===== src/pmx_regs.svh =====
`ifndef PMX_REGS_SVH
`define PMX_REGS_SVH

// register byte addresses on the bus
`define PMX_ADR_PORT_ZERO 8'h00
`define PMX_ADR_PORT_ONE 8'h04
`define PMX_ADR_PORT_TWO 8'h08
`define PMX_ADR_PORT_THREE 8'h0c
`define PMX_ADR_PORT_FOUR 8'h10
`define PMX_ADR_PWM_OE 8'h14
`define PMX_ADR_ADC_CONN 8'h18
`define PMX_ADR_CSC_ZERO 8'h1c
`define PMX_ADR_CSC_ONE 8'h20
`define PMX_ADR_RMW_CMD 8'h24
`define PMX_ADR_RMW_RES 8'h28

// reset values
`define PMX_LATCH_RST 8'hff
`define PMX_PWM_OE_RST 8'h00
`define PMX_ADC_CONN_RST 4'h0
`define PMX_CSC_ZERO_RST 3'h0
`define PMX_CSC_ONE_RST 4'h0
`define PMX_RMW_RES_RST 16'hffff

// chip setup control zero fields
`define PMX_CS0_ODD_EVEN_SEL 0
`define PMX_CS0_VSYNC_OE 1
`define PMX_CS0_VSYNC_ALT 2

// chip setup control one fields
`define PMX_CS1_ADDR17_SEL 0
`define PMX_CS1_ADDR18_SEL 1
`define PMX_CS1_ADDR19_SEL 2
`define PMX_CS1_STROBE_EN 3

// latch array index of each latched port
`define PMX_IDX_ZERO 2'h0
`define PMX_IDX_ONE 2'h1
`define PMX_IDX_THREE 2'h2
`define PMX_IDX_FOUR 2'h3

// port three pin positions
`define PMX_P3_ODD_EVEN 0
`define PMX_P3_XINT0_TXD 1
`define PMX_P3_INT0 2
`define PMX_P3_INT1 3
`define PMX_P3_T0 4
`define PMX_P3_T1 5
`define PMX_P3_XINT1_RXD 7

// port four pin positions
`define PMX_P4_ADDR17 0
`define PMX_P4_ADDR18 1
`define PMX_P4_RD 2
`define PMX_P4_WR 3
`define PMX_P4_ADDR19 4
`define PMX_P4_VSYNC 7

// read-modify-write command fields
`define PMX_CMD_OPND_LSB 0
`define PMX_CMD_BIT_LSB 8
`define PMX_CMD_PORT_LSB 11
`define PMX_CMD_OP_LSB 13

`endif


===== src/pmx_pkg.sv =====
package pmx_pkg;

  // read-modify-write operations applied to a port latch
  typedef enum logic [3:0] {
    PMX_OP_AND,
    PMX_OP_OR,
    PMX_OP_XOR,
    PMX_OP_INC,
    PMX_OP_DEC,
    PMX_OP_CPL_BIT,
    PMX_OP_CLR_BIT,
    PMX_OP_SET_BIT,
    PMX_OP_MOV_BIT,
    PMX_OP_JBC
  } pmx_rmw_op_t;

  // whole state of the routing block
  typedef struct packed {
    logic [3:0][7:0] latch;
    logic [3:0][7:0] pull;
    logic [3:0][7:0] pad_out;
    logic [3:0][7:0] pad_oe_n;
    logic [7:0] pwm_oe;
    logic [3:0] adc_conn;
    logic [2:0] csc_zero;
    logic [3:0] csc_one;
    logic [15:0] rmw_res;
    logic ack;
    logic [31:0] dat;
    logic [3:0] adc_conn_out;
    logic int0_n;
    logic int1_n;
    logic xint0_n;
    logic xint1_n;
    logic t0_in;
    logic t1_in;
    logic rxd;
    logic vsync_in;
  } pmx_state_t;

endpackage


===== src/pmx_sync.sv =====
`timescale 1ns/10ps
`default_nettype none

module pmx_sync #(
  parameter int WIDTH = 36,
  parameter logic [WIDTH-1:0] RST_VAL = '1
) (
  // clock and reset
  input wire logic clk_i,
  input wire logic rst_i,
  // asynchronous levels in, clean levels out
  input wire logic [WIDTH-1:0] async_i,
  output logic [WIDTH-1:0] sync_o
);

  typedef struct packed {
    logic [WIDTH-1:0] meta;
    logic [WIDTH-1:0] stable;
  } pmx_sync_state_t;

  pmx_sync_state_t s_q;
  pmx_sync_state_t s_d;

  // two stages; only the second stage is ever looked at
  always_comb begin
    s_d = s_q;
    s_d.meta = async_i;
    s_d.stable = s_q.meta;
  end

  // reset to idle-high so no false events follow reset
  always_ff @(posedge clk_i) begin
    if (rst_i) begin
      s_q <= {RST_VAL, RST_VAL};
    end else begin
      s_q <= s_d;
    end
  end

  assign sync_o = s_q.stable;

endmodule

`default_nettype wire


===== src/pmx_port_mux.sv =====
// How it works
// - pwm enable bit routes port one pins 0-5 to 8-bit, 6-7 to 14-bit pwm.
// - port two pins 0-3 feed adc channels when connect bit set, else plain inputs.
// - port three pin 0 outputs odd/even indicator when its select bit is set.
// - port three pin 1: extra interrupt 0 in input mode, serial transmit in output mode.
// - port three pin 7 feeds extra interrupt 1 and serial receive in input mode.
// - port three pins 2 and 3 deliver interrupts 0 and 1 in input mode.
// - port three pins 4 and 5 deliver timer 0 and 1 count inputs in input mode.
// - port four pins 0,1,4 drive address lines 17-19 until select bit makes them pins.
// - port four pins 2,3 are pins until strobe enable routes read/write strobes.
// - port four pin 7 is a pin/vsync input; setup bits pick vsync or odd/even out.
// - read-modify-write on a port takes its operand from the latch, not the pin.
// - bit operations read whole latch byte, change one bit, write the byte back.
// - latch reading covers and, or, xor, jbc, cpl, inc, dec, djnz, bit mov/clr/set; pmx_rmw_op_t has no djnz op.
// - every port latch resets to all ones, so pins start as inputs, save port four pins 0,1,4 driving address lines.
// - a plain port read returns latch value anded with the pin level.
// - port three control inputs are produced only while the latch bit is one.
// - quasi ports drive strong high one clock only on a latch zero-to-one change.
//
// Implementation choices: the Wishbone slave port and the register addresses.
`timescale 1ns/10ps
`default_nettype none
`include "pmx_regs.svh"

module pmx_port_mux (
  // clock and reset
  input wire logic clk_i,
  input wire logic rst_i,
  // wishbone classic slave
  input wire logic wb_cyc_i,
  input wire logic wb_stb_i,
  input wire logic wb_we_i,
  input wire logic [7:0] wb_adr_i,
  input wire logic [3:0] wb_sel_i,
  input wire logic [31:0] wb_dat_i,
  output logic [31:0] wb_dat_o,
  output logic wb_ack_o,
  // port zero pads, open drain
  input wire logic [7:0] port_zero_i,
  output logic [7:0] port_zero_o,
  output logic [7:0] port_zero_oe_n_o,
  // port one pads, quasi-bidirectional
  input wire logic [7:0] port_one_i,
  output logic [7:0] port_one_o,
  output logic [7:0] port_one_oe_n_o,
  // port two pads, input only
  input wire logic [3:0] port_two_i,
  // port three pads, quasi-bidirectional
  input wire logic [7:0] port_three_i,
  output logic [7:0] port_three_o,
  output logic [7:0] port_three_oe_n_o,
  // port four pads, quasi-bidirectional
  input wire logic [7:0] port_four_i,
  output logic [7:0] port_four_o,
  output logic [7:0] port_four_oe_n_o,
  // signals from peripherals to be routed out
  input wire logic [5:0] pwm8_i,
  input wire logic [1:0] pwm14_i,
  input wire logic odd_even_i,
  input wire logic txd_i,
  input wire logic [2:0] addr_hi_i,
  input wire logic rd_strobe_n_i,
  input wire logic wr_strobe_n_i,
  input wire logic vsync_i,
  // signals routed in to peripherals
  output logic [3:0] adc_connect_o,
  output logic int0_n_o,
  output logic int1_n_o,
  output logic xint0_n_o,
  output logic xint1_n_o,
  output logic t0_count_o,
  output logic t1_count_o,
  output logic rxd_o,
  output logic vsync_in_o
);

  localparam int SYNC_W = 36;

  pmx_pkg::pmx_state_t s_q;
  pmx_pkg::pmx_state_t s_d;
  logic [SYNC_W-1:0] pins_sync;
  logic [7:0] p0_s;
  logic [7:0] p1_s;
  logic [3:0] p2_s;
  logic [7:0] p3_s;
  logic [7:0] p4_s;

  // byte lane merge for narrow registers
  function automatic logic [7:0] lane0(input logic [7:0] old, input logic [7:0] wr,
                                       input logic sel);
    lane0 = sel ? wr : old;
  endfunction

  // latch and pin combined for a plain port read
  function automatic logic [31:0] port_rd(input logic [7:0] latch, input logic [7:0] pin);
    port_rd = {24'h000000, latch & pin};
  endfunction

  // operand comes from the latch value, never from the pins
  function automatic logic [7:0] rmw(input pmx_pkg::pmx_rmw_op_t op, input logic [7:0] old,
                                     input logic [7:0] opnd, input logic [2:0] bidx);
    logic [7:0] one;
    one = 8'h01 << bidx;
    case (op)
      pmx_pkg::PMX_OP_AND: rmw = old & opnd;
      pmx_pkg::PMX_OP_OR: rmw = old | opnd;
      pmx_pkg::PMX_OP_XOR: rmw = old ^ opnd;
      pmx_pkg::PMX_OP_INC: rmw = old + 8'h01;
      pmx_pkg::PMX_OP_DEC: rmw = old - 8'h01;
      pmx_pkg::PMX_OP_CPL_BIT: rmw = old ^ one;
      pmx_pkg::PMX_OP_CLR_BIT: rmw = old & ~one;
      pmx_pkg::PMX_OP_SET_BIT: rmw = old | one;
      pmx_pkg::PMX_OP_MOV_BIT: rmw = opnd[0] ? (old | one) : (old & ~one);
      pmx_pkg::PMX_OP_JBC: rmw = old & ~one;
      default: rmw = old;
    endcase
  endfunction

  // external levels arrive unsynchronised
  pmx_sync #(
    .WIDTH(SYNC_W),
    .RST_VAL({SYNC_W{1'b1}})
  ) u_sync (
    .clk_i(clk_i),
    .rst_i(rst_i),
    .async_i({port_four_i, port_three_i, port_two_i, port_one_i, port_zero_i}),
    .sync_o(pins_sync)
  );

  assign p0_s = pins_sync[7:0];
  assign p1_s = pins_sync[15:8];
  assign p2_s = pins_sync[19:16];
  assign p3_s = pins_sync[27:20];
  assign p4_s = pins_sync[35:28];

  // bus access, latch updates, pad and routing decisions
  always_comb begin
    logic req;
    logic [7:0] adr;
    logic [1:0] pidx;
    logic [7:0] old;
    logic [7:0] nxt;
    logic [3:0][7:0] alt_en;
    logic [3:0][7:0] alt_val;
    logic [7:0] p2_rd;
    logic [7:0] l3;
    req = 1'b0;
    adr = 8'h00;
    pidx = 2'h0;
    old = 8'h00;
    nxt = 8'h00;
    alt_en = '0;
    alt_val = '0;
    p2_rd = 8'h00;
    l3 = 8'h00;
    s_d = s_q;

    // single-cycle answer; ack drops the cycle after it was given
    req = wb_cyc_i & wb_stb_i & ~s_q.ack;
    s_d.ack = req;
    adr = {wb_adr_i[7:2], 2'b00};
    p2_rd = {4'h0, p2_s & ~s_q.adc_conn};
    if (req) begin
      s_d.dat = 32'h00000000;
      if (wb_we_i) begin
        case (adr)
          `PMX_ADR_PORT_ZERO: s_d.latch[`PMX_IDX_ZERO] =
            lane0(s_q.latch[`PMX_IDX_ZERO], wb_dat_i[7:0], wb_sel_i[0]);
          `PMX_ADR_PORT_ONE: s_d.latch[`PMX_IDX_ONE] =
            lane0(s_q.latch[`PMX_IDX_ONE], wb_dat_i[7:0], wb_sel_i[0]);
          `PMX_ADR_PORT_THREE: s_d.latch[`PMX_IDX_THREE] =
            lane0(s_q.latch[`PMX_IDX_THREE], wb_dat_i[7:0], wb_sel_i[0]);
          `PMX_ADR_PORT_FOUR: s_d.latch[`PMX_IDX_FOUR] =
            lane0(s_q.latch[`PMX_IDX_FOUR], wb_dat_i[7:0], wb_sel_i[0]);
          `PMX_ADR_PWM_OE: s_d.pwm_oe = lane0(s_q.pwm_oe, wb_dat_i[7:0], wb_sel_i[0]);
          `PMX_ADR_ADC_CONN: s_d.adc_conn = wb_sel_i[0] ? wb_dat_i[3:0] : s_q.adc_conn;
          `PMX_ADR_CSC_ZERO: s_d.csc_zero = wb_sel_i[0] ? wb_dat_i[2:0] : s_q.csc_zero;
          `PMX_ADR_CSC_ONE: s_d.csc_one = wb_sel_i[0] ? wb_dat_i[3:0] : s_q.csc_one;
          `PMX_ADR_RMW_CMD: begin
            // whole byte is read from latch, modified and written back
            if (wb_sel_i[1:0] == 2'b11) begin
              pidx = wb_dat_i[`PMX_CMD_PORT_LSB +: 2];
              old = s_q.latch[pidx];
              nxt = rmw(pmx_pkg::pmx_rmw_op_t'(wb_dat_i[`PMX_CMD_OP_LSB +: 4]), old,
                        wb_dat_i[`PMX_CMD_OPND_LSB +: 8],
                        wb_dat_i[`PMX_CMD_BIT_LSB +: 3]);
              s_d.latch[pidx] = nxt;
              s_d.rmw_res = {nxt, old};
            end
          end
          default: ; // unmapped or read-only: write ignored
        endcase
      end else begin
        case (adr)
          `PMX_ADR_PORT_ZERO: s_d.dat = port_rd(s_q.latch[`PMX_IDX_ZERO], p0_s);
          `PMX_ADR_PORT_ONE: s_d.dat = port_rd(s_q.latch[`PMX_IDX_ONE], p1_s);
          `PMX_ADR_PORT_TWO: s_d.dat = port_rd(8'hff, p2_rd);
          `PMX_ADR_PORT_THREE: s_d.dat = port_rd(s_q.latch[`PMX_IDX_THREE], p3_s);
          `PMX_ADR_PORT_FOUR: s_d.dat = port_rd(s_q.latch[`PMX_IDX_FOUR], p4_s);
          `PMX_ADR_PWM_OE: s_d.dat = {24'h000000, s_q.pwm_oe};
          `PMX_ADR_ADC_CONN: s_d.dat = {28'h0000000, s_q.adc_conn};
          `PMX_ADR_CSC_ZERO: s_d.dat = {29'h00000000, s_q.csc_zero};
          `PMX_ADR_CSC_ONE: s_d.dat = {28'h0000000, s_q.csc_one};
          `PMX_ADR_RMW_RES: s_d.dat = {16'h0000, s_q.rmw_res};
          default: s_d.dat = 32'h00000000;
        endcase
      end
    end

    // strong high only after a zero-to-one latch change, for one clock
    s_d.pull = ~s_q.latch & s_d.latch;

    // port one alternates: pwm channels
    alt_en[`PMX_IDX_ONE] = s_q.pwm_oe;
    alt_val[`PMX_IDX_ONE] = {pwm14_i, pwm8_i};

    // port three alternates; pin 6 has none
    l3 = s_q.latch[`PMX_IDX_THREE];
    alt_en[`PMX_IDX_THREE][`PMX_P3_ODD_EVEN] = s_q.csc_zero[`PMX_CS0_ODD_EVEN_SEL];
    alt_val[`PMX_IDX_THREE][`PMX_P3_ODD_EVEN] = odd_even_i;
    alt_en[`PMX_IDX_THREE][`PMX_P3_XINT0_TXD] = ~l3[`PMX_P3_XINT0_TXD];
    alt_val[`PMX_IDX_THREE][`PMX_P3_XINT0_TXD] = txd_i;

    // port four alternates: address lines by default, strobes and sync on request
    alt_en[`PMX_IDX_FOUR][`PMX_P4_ADDR17] = ~s_q.csc_one[`PMX_CS1_ADDR17_SEL];
    alt_en[`PMX_IDX_FOUR][`PMX_P4_ADDR18] = ~s_q.csc_one[`PMX_CS1_ADDR18_SEL];
    alt_en[`PMX_IDX_FOUR][`PMX_P4_ADDR19] = ~s_q.csc_one[`PMX_CS1_ADDR19_SEL];
    alt_val[`PMX_IDX_FOUR][`PMX_P4_ADDR17] = addr_hi_i[0];
    alt_val[`PMX_IDX_FOUR][`PMX_P4_ADDR18] = addr_hi_i[1];
    alt_val[`PMX_IDX_FOUR][`PMX_P4_ADDR19] = addr_hi_i[2];
    alt_en[`PMX_IDX_FOUR][`PMX_P4_RD] = s_q.csc_one[`PMX_CS1_STROBE_EN];
    alt_en[`PMX_IDX_FOUR][`PMX_P4_WR] = s_q.csc_one[`PMX_CS1_STROBE_EN];
    alt_val[`PMX_IDX_FOUR][`PMX_P4_RD] = rd_strobe_n_i;
    alt_val[`PMX_IDX_FOUR][`PMX_P4_WR] = wr_strobe_n_i;
    alt_en[`PMX_IDX_FOUR][`PMX_P4_VSYNC] = s_q.csc_zero[`PMX_CS0_VSYNC_OE];
    alt_val[`PMX_IDX_FOUR][`PMX_P4_VSYNC] =
      s_q.csc_zero[`PMX_CS0_VSYNC_ALT] ? odd_even_i : vsync_i;

    // port zero: open drain, no alternates at all
    s_d.pad_out[`PMX_IDX_ZERO] = 8'h00;
    s_d.pad_oe_n[`PMX_IDX_ZERO] = s_q.latch[`PMX_IDX_ZERO];

    // quasi ports: pull low on zero, pulse high on rising latch, push-pull alternates
    for (int k = 1; k < 4; k++) begin
      for (int b = 0; b < 8; b++) begin
        if (alt_en[k][b]) begin
          s_d.pad_out[k][b] = alt_val[k][b];
          s_d.pad_oe_n[k][b] = 1'b0;
        end else begin
          s_d.pad_out[k][b] = s_q.latch[k][b];
          s_d.pad_oe_n[k][b] = s_q.latch[k][b] & ~s_q.pull[k][b];
        end
      end
    end

    // port three control inputs only while the latch bit holds one
    s_d.xint0_n = l3[`PMX_P3_XINT0_TXD] ? p3_s[`PMX_P3_XINT0_TXD] : 1'b1;
    s_d.int0_n = l3[`PMX_P3_INT0] ? p3_s[`PMX_P3_INT0] : 1'b1;
    s_d.int1_n = l3[`PMX_P3_INT1] ? p3_s[`PMX_P3_INT1] : 1'b1;
    s_d.t0_in = l3[`PMX_P3_T0] ? p3_s[`PMX_P3_T0] : 1'b1;
    s_d.t1_in = l3[`PMX_P3_T1] ? p3_s[`PMX_P3_T1] : 1'b1;
    s_d.xint1_n = l3[`PMX_P3_XINT1_RXD] ? p3_s[`PMX_P3_XINT1_RXD] : 1'b1;
    s_d.rxd = l3[`PMX_P3_XINT1_RXD] ? p3_s[`PMX_P3_XINT1_RXD] : 1'b1;
    s_d.vsync_in = p4_s[`PMX_P4_VSYNC];
    s_d.adc_conn_out = s_q.adc_conn;
  end

  // all state in one register; latches preset to ones
  always_ff @(posedge clk_i) begin
    if (rst_i) begin
      s_q.latch <= {4{`PMX_LATCH_RST}};
      s_q.pull <= '0;
      s_q.pad_out <= '0;
      s_q.pad_oe_n <= '1;
      s_q.pwm_oe <= `PMX_PWM_OE_RST;
      s_q.adc_conn <= `PMX_ADC_CONN_RST;
      s_q.csc_zero <= `PMX_CSC_ZERO_RST;
      s_q.csc_one <= `PMX_CSC_ONE_RST;
      s_q.rmw_res <= `PMX_RMW_RES_RST;
      s_q.ack <= 1'b0;
      s_q.dat <= 32'h00000000;
      s_q.adc_conn_out <= `PMX_ADC_CONN_RST;
      s_q.int0_n <= 1'b1;
      s_q.int1_n <= 1'b1;
      s_q.xint0_n <= 1'b1;
      s_q.xint1_n <= 1'b1;
      s_q.t0_in <= 1'b1;
      s_q.t1_in <= 1'b1;
      s_q.rxd <= 1'b1;
      s_q.vsync_in <= 1'b1;
    end else begin
      s_q <= s_d;
    end
  end

  // outputs straight from the state register
  assign wb_dat_o = s_q.dat;
  assign wb_ack_o = s_q.ack;
  assign port_zero_o = s_q.pad_out[`PMX_IDX_ZERO];
  assign port_zero_oe_n_o = s_q.pad_oe_n[`PMX_IDX_ZERO];
  assign port_one_o = s_q.pad_out[`PMX_IDX_ONE];
  assign port_one_oe_n_o = s_q.pad_oe_n[`PMX_IDX_ONE];
  assign port_three_o = s_q.pad_out[`PMX_IDX_THREE];
  assign port_three_oe_n_o = s_q.pad_oe_n[`PMX_IDX_THREE];
  assign port_four_o = s_q.pad_out[`PMX_IDX_FOUR];
  assign port_four_oe_n_o = s_q.pad_oe_n[`PMX_IDX_FOUR];
  assign adc_connect_o = s_q.adc_conn_out;
  assign int0_n_o = s_q.int0_n;
  assign int1_n_o = s_q.int1_n;
  assign xint0_n_o = s_q.xint0_n;
  assign xint1_n_o = s_q.xint1_n;
  assign t0_count_o = s_q.t0_in;
  assign t1_count_o = s_q.t1_in;
  assign rxd_o = s_q.rxd;
  assign vsync_in_o = s_q.vsync_in;

endmodule

`default_nettype wire


===== config.mk =====
export PLATFORM = sky130hd
export DESIGN_NAME = pmx_port_mux
export DESIGN_NICKNAME = d
export VERILOG_FILES = /design/src/pmx_pkg.sv /design/src/pmx_sync.sv /design/src/pmx_port_mux.sv
export VERILOG_INCLUDE_DIRS = /design/src
export SDC_FILE = /design/constraint.sdc
export NUM_CORES = 1
export LEC_CHECK = 0
export BUFFER_PORTS_ARGS = -buffer_cell sky130_fd_sc_hd__buf_2
export CORE_MARGIN = 3
export CORE_UTILIZATION = 30
export DETAILED_ROUTE_END_ITERATION = 16
export PLACE_DENSITY = 0.55
export SLEW_MARGIN = 25
export SYNTH_ARGS = -nofsm -noshare
export SYNTH_HDL_FRONTEND = slang
export SYNTH_SLANG_ARGS = --single-unit

===== constraint.sdc =====
create_clock -name clk_i -period 4.17 [get_ports clk_i]
set_input_delay 0.6255 -clock clk_i [delete_from_list [all_inputs] [get_ports clk_i]]
set_output_delay 0.6255 -clock clk_i [all_outputs]
set_load 0.03 [all_outputs]

# Word-level counts from Yosys, hierarchy flattened
# Cells that the tools add are included.
# op_classes
n_bitwise	71
reduce_logical	14
eq_ne	20
mux	58
n_addsub	2
magnitude_cmp	2
n_shift	1
# ops
cell	n
16-bit case mux with 10 select lines	1
32-bit 2-to-1 mux	3
8-bit 2-to-1 mux	11
8-bit case mux with 9 select lines	1
8-bit case mux with 2 select lines	4
8-bit bitwise AND	6
1-bit 2-to-1 mux	34
32-bit bitwise AND	1
32-bit bitwise mux	1
32-bit NOT	1
1-bit NOT	30
1-bit bitwise AND	26
6-bit by 3-bit equality test with 1-bit output, second input constant	4
4-bit AND reduction	5
6-bit by 4-bit equality test with 1-bit output, second input constant	3
8-bit binary-select mux with 2-bit select	1
8-bit demux with 2-bit select	1
4-bit by 3-bit equality test with 1-bit output, second input constant	4
16-bit 2-to-1 mux	1
8-bit OR	2
8-bit bitwise XOR	2
6-bit by 2-bit equality test with 1-bit output, second input constant	2
2-bit OR reduction	6
8-bit by 1-bit adder with 8-bit output, second input constant	1
15 further kinds	17
# totals
out_inout_bits	109
in_bits	101
register_bits	271
word_cells	200

# Longest topological paths before layout
# Gate-level depths: netlist (run 1).
# depth
word_depth	15
ltp_mapped	14
ltp_nobuf	12

# Cells and area by module
# From an unflattened synthesis (run 1), not the netlist that was laid out.
# unflattened
hier_cells	1285
area_unflattened_um2	11362.1
# modules_own_cells
module	area_per_inst_um2	instances	cells_each
pmx_port_mux	9435.3	1	1134
pmx_sync	1926.8	1	151

# Worst setup path before layout (run 1)
# OpenSTA, ideal clock, no wires.
# synth_timing
path_type	input -> register
start	input port wb_dat_i[11]
end	register s_q[167] (netlist name)
path_stages	12
path_slack_ns	0.599
arrival_time_ns	3.482
n_path_buf	2
required_time_ns	4.081
path_cell_list	buf_2 buf_2 mux4_2 ha_1 nand2_1 o31ai_1 o221ai_1 mux2i_1 and4b_1 a211o_1 o31a_1 nor4_2
# synth_via
elab_chain_cells	15
elab_cells_between_ends	27
cone_classes	add/sub (2); order compare (2); mux (15); bitwise (7); reduce/logical (1)
# synth_lines
item	line_no	text
start, declared	pmx_port_mux.sv:35	input wire logic [31:0] wb_dat_i,
parallel branches: the longest is 9 deep, another holds 8-bit by 1-bit subtractor with 8-bit output	--	
32-bit bitwise mux (*)	pmx_port_mux.sv:187	s_d.latch[pidx] = nxt;
32-bit 2-to-1 mux (*)	pmx_port_mux.sv:181	if (wb_sel_i[1:0] == 2'b11) begin
8-bit case mux with 2 select lines (*)	pmx_port_mux.sv:166	case (adr)
32-bit 2-to-1 mux (*)	pmx_port_mux.sv:165	if (wb_we_i) begin
32-bit 2-to-1 mux (*)	pmx_port_mux.sv:163	if (req) begin
32-bit bitwise AND (*)	pmx_port_mux.sv:211	s_d.pull = ~s_q.latch & s_d.latch;
end, declared	pmx_port_mux.sv:79	pmx_pkg::pmx_state_t s_q;
# Mark *: on every way between the ends. The select of a mux whose other input is x is not followed.
# A chain may end at the register's enable or synchronous reset.

# Final worst setup path (run 1)
# layout_timing
start	input port wb_dat_i[11]
end	register s_q[175] (netlist name)
# The elaborated chain is that of the path after synthesis.

==> results of run 1 <==
path summary, 6_finish.rpt:
check | startpoint | to | slack (ns) | cells past startpoint
worst max register to register | s_q[186] | s_q[175] | 0.73 | 10
worst min-delay path | port_zero_i[3] | u_sync.s_d[3] | 0.26 | 2
worst min register to register | u_sync.s_d[27] | u_sync.sync_o[27] | 0.41 | 1
worst max-delay path | wb_dat_i[11] | s_q[175] | 0.67 | 11
power groups by stage:
stage               Sequential [W]  Clock, W  Combinational (W)
floorplan                  0.00248         0           0.000337
global route               0.00243   0.00274           0.000527
global placement           0.00248         0           0.000483
finish                     0.00243   0.00260           0.000494
CTS                        0.00243   0.00265           0.000486
detailed placement         0.00248         0           0.000486
layer usage:
metal	up-vias	global-route usage, %
li1	4598	-
met1	4708	27.7
met2	522	30.6
met3	95	4.64
met4	4	6.00
met5	-	0
worst reg2reg max path, cell delays in order, from the launching register on:
cell	delay [ns]
dfxtp_1	0.42
mux4_2	0.52
ha_1	0.38
nand2_1	0.08
o31ai_1	0.32
o221ai_1	0.28
mux2i_1	0.19
and4b_1	0.19
a211o_1	0.50
o31a_1	0.34
nor4_2	0.13
Yosys cell counts, types with 8 or more instances:
cell type	number	share of area (%)
inv_1	23	0.77
nand2b_1	22	1.2
nand2_1	93	3.1
a21oi_1	80	3.6
nor2_1	107	3.6
nor3_1	31	1.4
buf_1	9	0.30
o21ai_0	85	3.8
clkbuf_1	60	2.0
buf_2	8	0.36
or2_2	82	4.6
a221oi_1	10	0.78
nand4_1	9	0.50
mux2i_1	33	2.9
o211ai_1	12	0.80
a211oi_1	10	0.67
nor4_1	10	0.56
dfxtp_1	247	44
nor2b_1	9	0.50
a22oi_1	26	1.7
buf_4	102	6.8
or3_1	15	0.84
a32oi_1	19	1.5
a31oi_1	8	0.45
nand3_1	45	2.0
stage by stage:
step	setup WS (ns)	hold slack [ns]
2_1_floorplan	0.599	0.388
3_3_place_gp	0.231	0.390
3_5_place_dp	0.156	0.395
4_1_cts	0.734	0.239
5_1_grt	0.507	0.249
6_report	0.669	0.259
area by class of cell:
cell class	instances	area, µm²	area share [%]
inverter	24	90.1	0.695
tap	468	586	4.52
clock inverter	15	193	1.49
multi-input combinational	860	5220	40.2
clock buffer	34	785	6.05
timing repair buffer	208	1150	8.86
sequential	247	4940	38.1
cells by family (layout without fill, tap and decap cells):
logic type | count (synthesis) | in the layout | share of synthesized area, %
buffers and inverters | 204 | 281 | 10.4
AND/OR/NAND/NOR | 472 | 472 | 21.8
other | 1 | 24 | 0.0334
multiplexers | 41 | 41 | 4.44
AO/OA/AOI/OAI | 311 | 311 | 18.1
XOR/XNOR | 5 | 5 | 0.390
flip-flops | 247 | 247 | 44.0
adder cells (fa/ha/maj) | 7 | 7 | 0.846
flip-flops by register name, summed over array words and instances, names as in the netlist, 4 cells and up, named ones only:
name               flops
s_q                   71
u_sync.s_d            36
u_sync.sync_o         36
wb_dat_o              16
s_d                   12
port_four_o            8
port_four_oe_n_o       8
port_one_o             8
port_one_oe_n_o        8
port_three_o           8
port_three_oe_n_o      8
port_zero_oe_n_o       8
adc_connect_o          4
==> summary.txt, run 1 <==
Status
  • Status: finished clean

Place
  • Dpl cell area: 12000 µm²
  • Post-DP HPWL: around 30000 µm
  • Port bufs: 166
  • Routability Congestion: just under 1
  • DP Cell Count: 1807

Drt
  • Via/cell ratio: 5.35
  • Metal3 WL: 3620 µm
  • Drc violations: 0
  • Drt first pass iters: 5
  • WL final: 41200 µm
  • Vias: 9927
  • Routed length on met1: 18300 µm
  • 1st-iter DRT viols: 1097
  • Wirelength per Cell: approximately 22 µm
  • Highest routed layer: met5
  • Met2 Wirelength: roughly 18000 µm
  • Final ANT Viol Nets: 0

Synth
  • Mean Syn Cell Area: 8.72 µm²
  • FFs w/ async S/R, synth: 0%
  • Post-synth EDFFs: 0
  • #FFs+latches synth: 247
  • YS warnings: 0
  • Gate Count Post-Synth: ~1300
  • Post-Synthesis Cell Area: around 11000 µm²
  • Synth cell types: slightly below 90
  • Top FF cell, synth: dfxtp_1
  • Sequential cell area fraction in the yosys report: between 40% and 50%

CTS
  • CTS Buf Count: 28
  • H-Tree Depth: 1
  • Post-CTS resize count: 0
  • Skew-Pair Late Insertion Delay: 0.55 ns
  • Post-CTS Setup Inserts: 0
  • Root Driver: clkbuf_16
  • Clk sinks: 247
  • Clock-pin slew on the worst setup and hold paths: 0.06 ns
  • Hold_buf cts: 0
  • CTS tree: built
  • Maximum clock path buffer count: 3

STA
  • Clock skew: 0.0150 ns
  • Hold Fails Final Rpt: 0
  • RSZ-0062 raised after global routing: false
  • Rel. slew slack: a little under a third
  • Crit path time final: 3.50 ns
  • Final Cycle Share: 84.0%
  • Final Max Slew Viols: 0
  • Setup TNS: 0 ns
  • Finish-stage setup viols: 0
  • Achievable Freq: 286 MHz
  • Slew @ Worst Pin: between 1 and 1.5 ns

Global routing
  • Largest net degree at the start of global routing: 86
  • Initial antenna violation count: 3
  • Number of global-route vias before repair: 9122
  • Gr usage total: 19.9%
  • First-pass GRT wire length: 59400 µm
  • Global route overflow: 0

Setup path
  • CP Capture Type: flip-flop
  • Crit path max-delay family: compound AO/OA/AOI/OAI gates
  • Slowest-stage cell, CP: mux4_2
  • Largest stage delay, worst path: 0.59 ns
  • Crit-path cells: buf_2, mux4_2, ha_1, nand2_1, o31ai_1, o221ai_1, mux2i_1, and4b_1, a211o_1, o31a_1, nor4_2
  • Startpoint types: input port
  • Critical Path RT: 4.63 ns
  • CP arrival: 3.96 ns
  • Crit Path Class: in -> reg
  • CP Buf/Inv Count: 1
  • Crit-path max FO: 15

Layout
  • Most frequent cells in the layout: dfxtp_1, buf_2, nor2_1, nand2_1, o21ai_0
  • Most common cell after layout, fill and taps aside: dfxtp_1
  • Post-layout util: 35.2%
  • Area grow syn2layout: 15.4%
  • Ratio of cells with drive above 1 in the final layout: 26.3%
  • Antenna diodes: 0
  • Non-Filler Instances: 1856
  • Final Cell Area: 13000 µm²
  • Nets: 1477
  • Filler cell count in the final layout: 3849

Power
  • Cell internal pwr: 0.00415 W
  • Share of power burned in registers: 44.0%
  • Power per cell area: 426 nW/µm²
  • Clk pwr share: a little under half
  • Sw frac: approximately a quarter
  • Maximum vdd drop: 0.295 mV
  • Final Total Pwr: 0.00553 W
  • Leakage: 5.27 nW
  • Combinational Power Share: between 8 and 9%
  • Net Sw Power: ~0.0014 W

Floorplanning
  • Ports: 210
  • Core Box Area: between 30000 and 40000 µm²
  • Die area: 39800 µm²
  • Die height: 200 µm
  • Die width: 200 µm
  • Initial Util: 30.5%
  • Row count: 70

Flow run
  • Max_cap viols: 0

Worst hold path
  • HP Class: in -> reg
Note: power is estimated with default switching activity, not from simulation.
==> run 2, diff against run 1 <==
Settings changed: ABC_AREA set to 1.
Clock period 4.17 ns to 3.42 ns, I/O delays scaled along.
==> summary.txt, run 2 <==
Status
  • Status: finished clean

CTS
  • Clock-pin slew on the worst setup and hold paths: 0.06 ns (about the same)
  • Root Driver: clkbuf_16
  • H-Tree Depth: 1 (unchanged)
  • Hold_buf cts: 0 (unchanged)
  • Maximum clock path buffer count: 3 (unchanged)
  • Post-CTS Setup Inserts: 0 (unchanged)
  • Skew-Pair Late Insertion Delay: 0.58 ns (+0.03 ns)
  • Clk sinks: 247 (unchanged)
  • CTS tree: built
  • CTS Buf Count: 28 (unchanged)
  • Post-CTS resize count: 0 (unchanged)

Drt
  • Drt first pass iters: 5 (unchanged)
  • Via/cell ratio: 4.84 (-9.4%)
  • 1st-iter DRT viols: 804 (-27%)
  • Wirelength per Cell: 19.4 µm (-13%)
  • Final ANT Viol Nets: 0 (unchanged)
  • Drc violations: 0 (unchanged)
  • Vias: 10200 (+3.0%)
  • WL final: 40900 µm (-0.81%)

Setup path
  • Slowest-stage cell, CP: dfxtp_1
  • Largest stage delay, worst path: 0.40 ns (-0.19 ns)
  • Crit Path Class: reg -> reg
  • Top cell by count, worst path: nand2_1
  • Crit path max-delay family: simple AND/OR/NAND/NOR gates
  • CP Buf/Inv Count: 3 (+2)
  • R2r startpoint: s_q[186]
  • R2R depth: 15 (+5)
  • Crit-path cells: a22oi_1, o221ai_1, buf_4, ha_1, buf_4, or2_2, nand3_1, o221ai_1, nor2_1, buf_4, nand3_1, nand2_1, nand2_1, nand2_1, nand2_1
  • Reg-to-Reg End: s_q[186]
  • CP Capture Type: flip-flop
  • Crit-path max FO: 5 (-10)
  • Startpoint types: flip-flop
  • Crit path depth: 15 (+4)
  • R2R Setup Slk: 0.50 ns (-0.23 ns)
  • CP arrival: 3.40 ns (-0.56 ns)
  • Critical Path RT: 3.89 ns (-0.74 ns)

Floorplanning
  • Die area: 39400 µm² (-1.0%)
  • Die width: 198 µm (-0.53%)
  • Ports: 210 (unchanged)
  • Initial Util: 30.9% (+0.33 points)
  • Core Box Area: 36000 µm² (-2.1%)
  • Die height: 198 µm (-0.53%)
  • Row count: 69 (-1.4%)

Power
  • Clk pwr share: 46.5% (-0.6 points)
  • Leakage: 6.18 nW (+17%)
  • Maximum vdd drop: 0.389 mV (+32%)
  • Share of power burned in registers: 43.0% (-1.0 points)
  • Sw frac: 25.9% (+0.91 points)
  • Power per cell area: 525 nW/µm² (+23%)
  • Combinational Power Share: 10.4% (+1.5 points)
  • Cell internal pwr: 0.00511 W (+23%)
  • Net Sw Power: 0.00178 W (+29%)

STA
  • Final Cycle Share: 85.4%
  • Hold Fails Final Rpt: 0 (unchanged)
  • Slew @ Worst Pin: 0.872 ns (-0.138 ns)
  • Crit path time final: 2.92 ns
  • Setup TNS: 0 ns (unchanged)
  • Clock skew: 0.0289 ns (+0.0140 ns)
  • RSZ-0062 raised after global routing: false
  • Finish-stage setup viols: 0 (unchanged)
  • Rel. slew slack: 41.8% (+9.9 points)
  • Achievable Freq: approximately 340 MHz
  • Final Max Slew Viols: 0 (unchanged)

Worst hold path
  • HP Class: in -> reg
  • Hold_sp: port_three_i[0]
  • Hold EP: u_sync.s_d[20]
  • Worst Hold Path Cells: 2 (unchanged)

Synth
  • Gate Count Post-Synth: 1504 (+17%)
  • Post-Synthesis Cell Area: 11100 µm² (-1.1%)
  • #FFs+latches synth: 247 (unchanged)
  • Cell taking the most area after synthesis: dfxtp_1
  • FFs w/ async S/R, synth: 0% (unchanged)
  • Sequential cell area fraction in the yosys report: 44.5% (+0.48 points)
  • Post-synth top cells: nand2_1, dfxtp_1, a21oi_1
  • Mean Syn Cell Area: 7.39 µm² (-15%)
  • Synth cell types: 44 (-49%)
  • Area contributors post-synth: dfxtp_1, nand2_1, buf_4
  • Post-synth EDFFs: 0 (unchanged)
  • Top FF cell, synth: dfxtp_1
  • YS warnings: 0 (unchanged)
  • Count leader, synth: nand2_1
  • Post-synth top area share: 44.5% (+0.48 points)

Layout
  • Area grow syn2layout: 18.2%
  • Most common cell after layout, fill and taps aside: nand2_1
  • Biggest register: s_q
  • Final Cell Area: 13100 µm² (+1.3%)
  • Max FFs per register: 71 (unchanged)
  • Most frequent cells in the layout: nand2_1, dfxtp_1, buf_2, a21oi_1, inv_1
  • Filler cell count in the final layout: 3827 (-0.57%)
  • Nets: 1735 (+17%)
  • Ratio of cells with drive above 1 in the final layout: 23.1% (-3.2 points)

Place
  • Routability Congestion: 1.01 (+4.8%)
  • Post-DP HPWL: 31100 µm (+3.0%)
  • Port bufs: 166 (unchanged)
  • Dpl cell area: 12100 µm² (+1.2%)

Global routing
  • Gr usage total: 20.2% (+0.31 points)
  • Largest net degree at the start of global routing: 142 (+65%)
  • Initial antenna violation count: 1 (-2)
  • Global route overflow: 0 (unchanged)
  • First-pass GRT wire length: 60000 µm (+1.0%)
  • Number of global-route vias before repair: 9581 (+5.0%)

Flow run
  • Max_cap viols: 0 (unchanged)
[run 2: cell count changes in the layout (fill, tap and decap cells not counted), sizes merged, moves of 17 or more]
cell,change
nand3,+17
a32oi,-17
nand2,+308
nor3,-20
nand2b,-22
o211ai,+21
a22oi,-24
inv,+99
a21oi,+66
mux2i,-31
[run 2: how the worst max path moves through the flow]
| stage | startpoint | to |
|---|---|---|
| after floorplan | wb_dat_i[11] | s_q[188] |
| after CTS | s_q[186] | s_q[186] |
| final | s_q[186] | s_q[186] |
| after global routing | s_q[186] | s_d[135] |
| after detailed placement | wb_dat_i[12] | s_q[186] |
| after global placement | wb_dat_i[12] | s_q[186] |
[run 2: metrics by stage]
step	total power, W	util, %	hold slack [ns]	worst slack [ns]	instances
global route	0.00715	36.5	0.0928	0.310	2109
finish	0.00689	36.5	0.113	0.499	2110
floorplan	0.00345	-	0.389	0.705	1527
detailed placement	0.00374	33.7	0.397	0.159	2058
CTS	0.00698	36.5	0.0801	0.552	2109
global placement	0.00374	33.7	0.397	0.211	2058
[run 2: cells by family after synthesis]
group	count (synthesis)	share of synthesized area, %
compound gates	290	14.9
mux	2	0.180
fa+ha+maj	7	0.856
buf+inv	278	12.9
other cells	1	0.0337
simple gates	679	26.6
flops	247	44.5
[run 2: cell type report]
cell class                 instances  area, µm²  share of cell area, %
antenna                            1       2.50                 0.0191
tap                              461        577                   4.39
inverter                         128        480                   3.66
sequential                       247       4940                   37.7
clock buffer                      40        796                   6.06
clock inverter                    11        199                   1.52
multi-input combinational       1002       4820                   36.7
timing repair buffer             220       1310                   10.0
[run 2: power by group through the flow]
stage,registers (W),logic [W],clock network [W]
6_report,0.00297,0.000720,0.00320
4_1_cts,0.00297,0.000713,0.00330
3_3_place_gp,0.00303,0.000708,0
5_1_grt,0.00297,0.000773,0.00341
2_1_floorplan,0.00302,0.000433,0
3_5_place_dp,0.00303,0.000711,0
[run 2: worst register-to-register path: cells and delay by family (launching register included)]
| family | cells | cell delay [ns] |
|---|---|---|
| fa+ha+maj | 1 | 0.32 |
| buf+inv | 3 | 0.55 |
| flops | 1 | 0.40 |
| simple gates | 8 | 1.04 |
| compound gates | 3 | 0.52 |
[run 2: metal layers]
| layer | part of all wire (%) | wire [µm] | vias to the layer above | GRT usage, % |
|---|---|---|---|---|
| li1 | - | - | 5003 | - |
| met1 | 46 | 18900 | 4741 | 29.0 |
| met2 | 44 | 17900 | 398 | 30.9 |
| met3 | 6.7 | 2740 | 77 | 3.00 |
| met4 | 3.3 | 1350 | 2 | 7.21 |
| met5 | 0.032 | 13 | - | 0 |
==> run 3, diff against run 2 <==
Settings changed: PLACE_DENSITY 0.55 to not set, PLACE_DENSITY_LB_ADDON set to 0.1.
==> summary.txt, run 3 (synthesis gave the netlist of run 2 again) <==
Status
  • Status: finished clean

CTS
  • H-Tree Depth: 1 (unchanged)
  • Root Driver: clkbuf_16
  • Clock-pin slew on the worst setup and hold paths: 0.06 ns (about the same)
  • Post-CTS Setup Inserts: 0 (unchanged)
  • Maximum clock path buffer count: 3 (unchanged)
  • Post-CTS resize count: 0 (unchanged)
  • CTS tree: built
  • Hold_buf cts: 0 (unchanged)
  • CTS Buf Count: 30 (+7.1%)
  • Clk sinks: 247 (unchanged)
  • Skew-Pair Late Insertion Delay: 0.57 ns (about the same)

Global routing
  • M2 GR Usage: 33.7% (+2.8 points)
  • Global route overflow: 0 (unchanged)
  • GRT busiest layer: met2
  • M3 GR Usage: 2.47% (-0.53 points)
  • Number of global-route vias before repair: 9520 (-0.64%)
  • M1 GR Usage: 30.0% (+0.99 points)
  • First-pass GRT wire length: 61900 µm (+3.1%)
  • Gr usage total: 20.9% (+0.74 points)
  • Largest net degree at the start of global routing: 142 (unchanged)
  • Initial antenna violation count: 1 (unchanged)

Drt
  • Via/cell ratio: 4.79 (-1.1%)
  • Vias: 10100 (-1.3%)
  • 1st-iter DRT viols: 827 (+2.9%)
  • Drt first pass iters: 5 (unchanged)
  • Drc violations: 0 (unchanged)
  • Final ANT Viol Nets: 0 (unchanged)
  • Wirelength per Cell: 20.2 µm (+4.1%)
  • WL final: 42500 µm (+4.0%)

Worst hold path
  • HP Class: in -> reg

STA
  • Slew @ Worst Pin: 0.760 ns (-0.112 ns)
  • Rel. slew slack: 49.0% (+7.2 points)
  • Finish-stage setup viols: 0 (unchanged)
  • Final Cycle Share: 79.1% (-6.3 points)
  • Setup TNS: 0 ns (unchanged)
  • Hold Fails Final Rpt: 0 (unchanged)
  • Crit path time final: 2.71 ns (-0.215 ns)
  • RSZ-0062 raised after global routing: false
  • Achievable Freq: 370 MHz (+7.9%)
  • Clock skew: 0.0137 ns (-0.0153 ns)
  • Final Max Slew Viols: 0 (unchanged)

Setup path
  • Critical Path RT: 3.86 ns (-0.03 ns)
  • Crit-path max FO: 5 (unchanged)
  • Startpoint types: flip-flop
  • CP Capture Type: flip-flop
  • CP arrival: 3.15 ns (-0.25 ns)
  • Crit Path Class: reg -> reg

Layout
  • Area grow syn2layout: 17.6%
  • Biggest register: s_q
  • Most common cell after layout, fill and taps aside: nand2_1
  • Nets: 1733 (-0.12%)
  • Post-layout util: 36.3% (-0.16 points)
  • Most frequent cells in the layout: nand2_1, dfxtp_1, buf_2, a21oi_1, inv_1
  • Max FFs per register: 71 (unchanged)
  • Final Cell Area: 13100 µm² (-0.45%)
  • Antenna diodes: 0 (-1)
  • Ratio of cells with drive above 1 in the final layout: 22.9% (-0.15 points)

Place
  • Dpl cell area: 12100 µm² (-0.35%)
  • Port bufs: 166 (unchanged)
  • Post-DP HPWL: 32300 µm (+4.0%)
  • Routability Congestion: 0.920 (-9.1%)

Floorplanning
  • Die width: 198 µm (unchanged)
  • Core Box Area: 36000 µm² (unchanged)
  • Die area: 39400 µm² (unchanged)
  • Row count: 69 (unchanged)
  • Ports: 210 (unchanged)
  • Initial Util: 30.9% (unchanged)
  • Die height: 198 µm (unchanged)

Power
  • Leakage: 6.13 nW (-0.76%)
  • Maximum vdd drop: 0.388 mV (-0.23%)
  • Final Total Pwr: 0.00684 W (-0.68%)
  • Power per cell area: 524 nW/µm² (-0.24%)

Flow run
  • Max_cap viols: 0 (unchanged)
-- run 3: cell count changes in the layout (fill, tap and decap cells not counted), sizes merged --
cell / delta
buf: -4
diode: -1
clkbuf: -1
clkinvlp: +5
bufinv: -1
inv: -1
-- run 3: area by class of cell --
class	instances	area (µm²)
Fill cell	3922	22900
Inverter	128	480
Clock inverter	14	186
Timing Repair Buffer	216	1270
Sequential cell	247	4940
Clock buffer	39	795
Tap cell	461	577
Multi-Input combinational cell	1002	4820
-- run 3: metal layers --
metal | up-vias | share of wire, %
met5 | - | 0.019
met4 | 2 | 2.2
met3 | 53 | 5.9
met2 | 341 | 45
met1 | 4706 | 47
li1 | 4991 | -
-- run 3: critical path: stages, from the launching register on --
cell,delay (ns)
dfxtp_1,0.43
inv_1,0.19
o21ai_2,0.21
inv_1,0.09
fa_1,0.44
inv_1,0.13
nand4_1,0.11
o211ai_1,0.12
a21boi_0,0.11
o21ai_1,0.10
nand2_1,0.07
nand2_1,0.11
buf_12,0.15
nand2_1,0.05
nand2_1,0.07
nand2_1,0.06
nand2_1,0.09
nand2_1,0.05
-- run 3: final timing paths --
path | slack [ns] | startpoint | endpoint | cells after the start
max | 0.71 | s_q[193] | s_d[142] | 17
min | 0.12 | port_one_i[7] | u_sync.s_d[15] | 2
max reg2reg | 0.71 | s_q[193] | s_d[142] | 17
min reg2reg | 0.40 | u_sync.s_d[25] | u_sync.sync_o[25] | 1
-- run 3: stage by stage --
step | std cells | worst slack (ns) | hold WS [ns]
4_1_cts | 2107 | 0.736 | 0.0977
3_3_place_gp | 2054 | 0.225 | 0.395
6_report | 2107 | 0.714 | 0.122
2_1_floorplan | 1527 | 0.705 | 0.389
3_5_place_dp | 2054 | 0.254 | 0.395
5_1_grt | 2107 | 0.423 | 0.104
-- run 3: where the power goes --
part / switching [W] / internal (W)
Combinational: 0.000494 / 0.000225
Clock: 0.00129 / 0.00187
Sequential: 0.0000250 / 0.00294
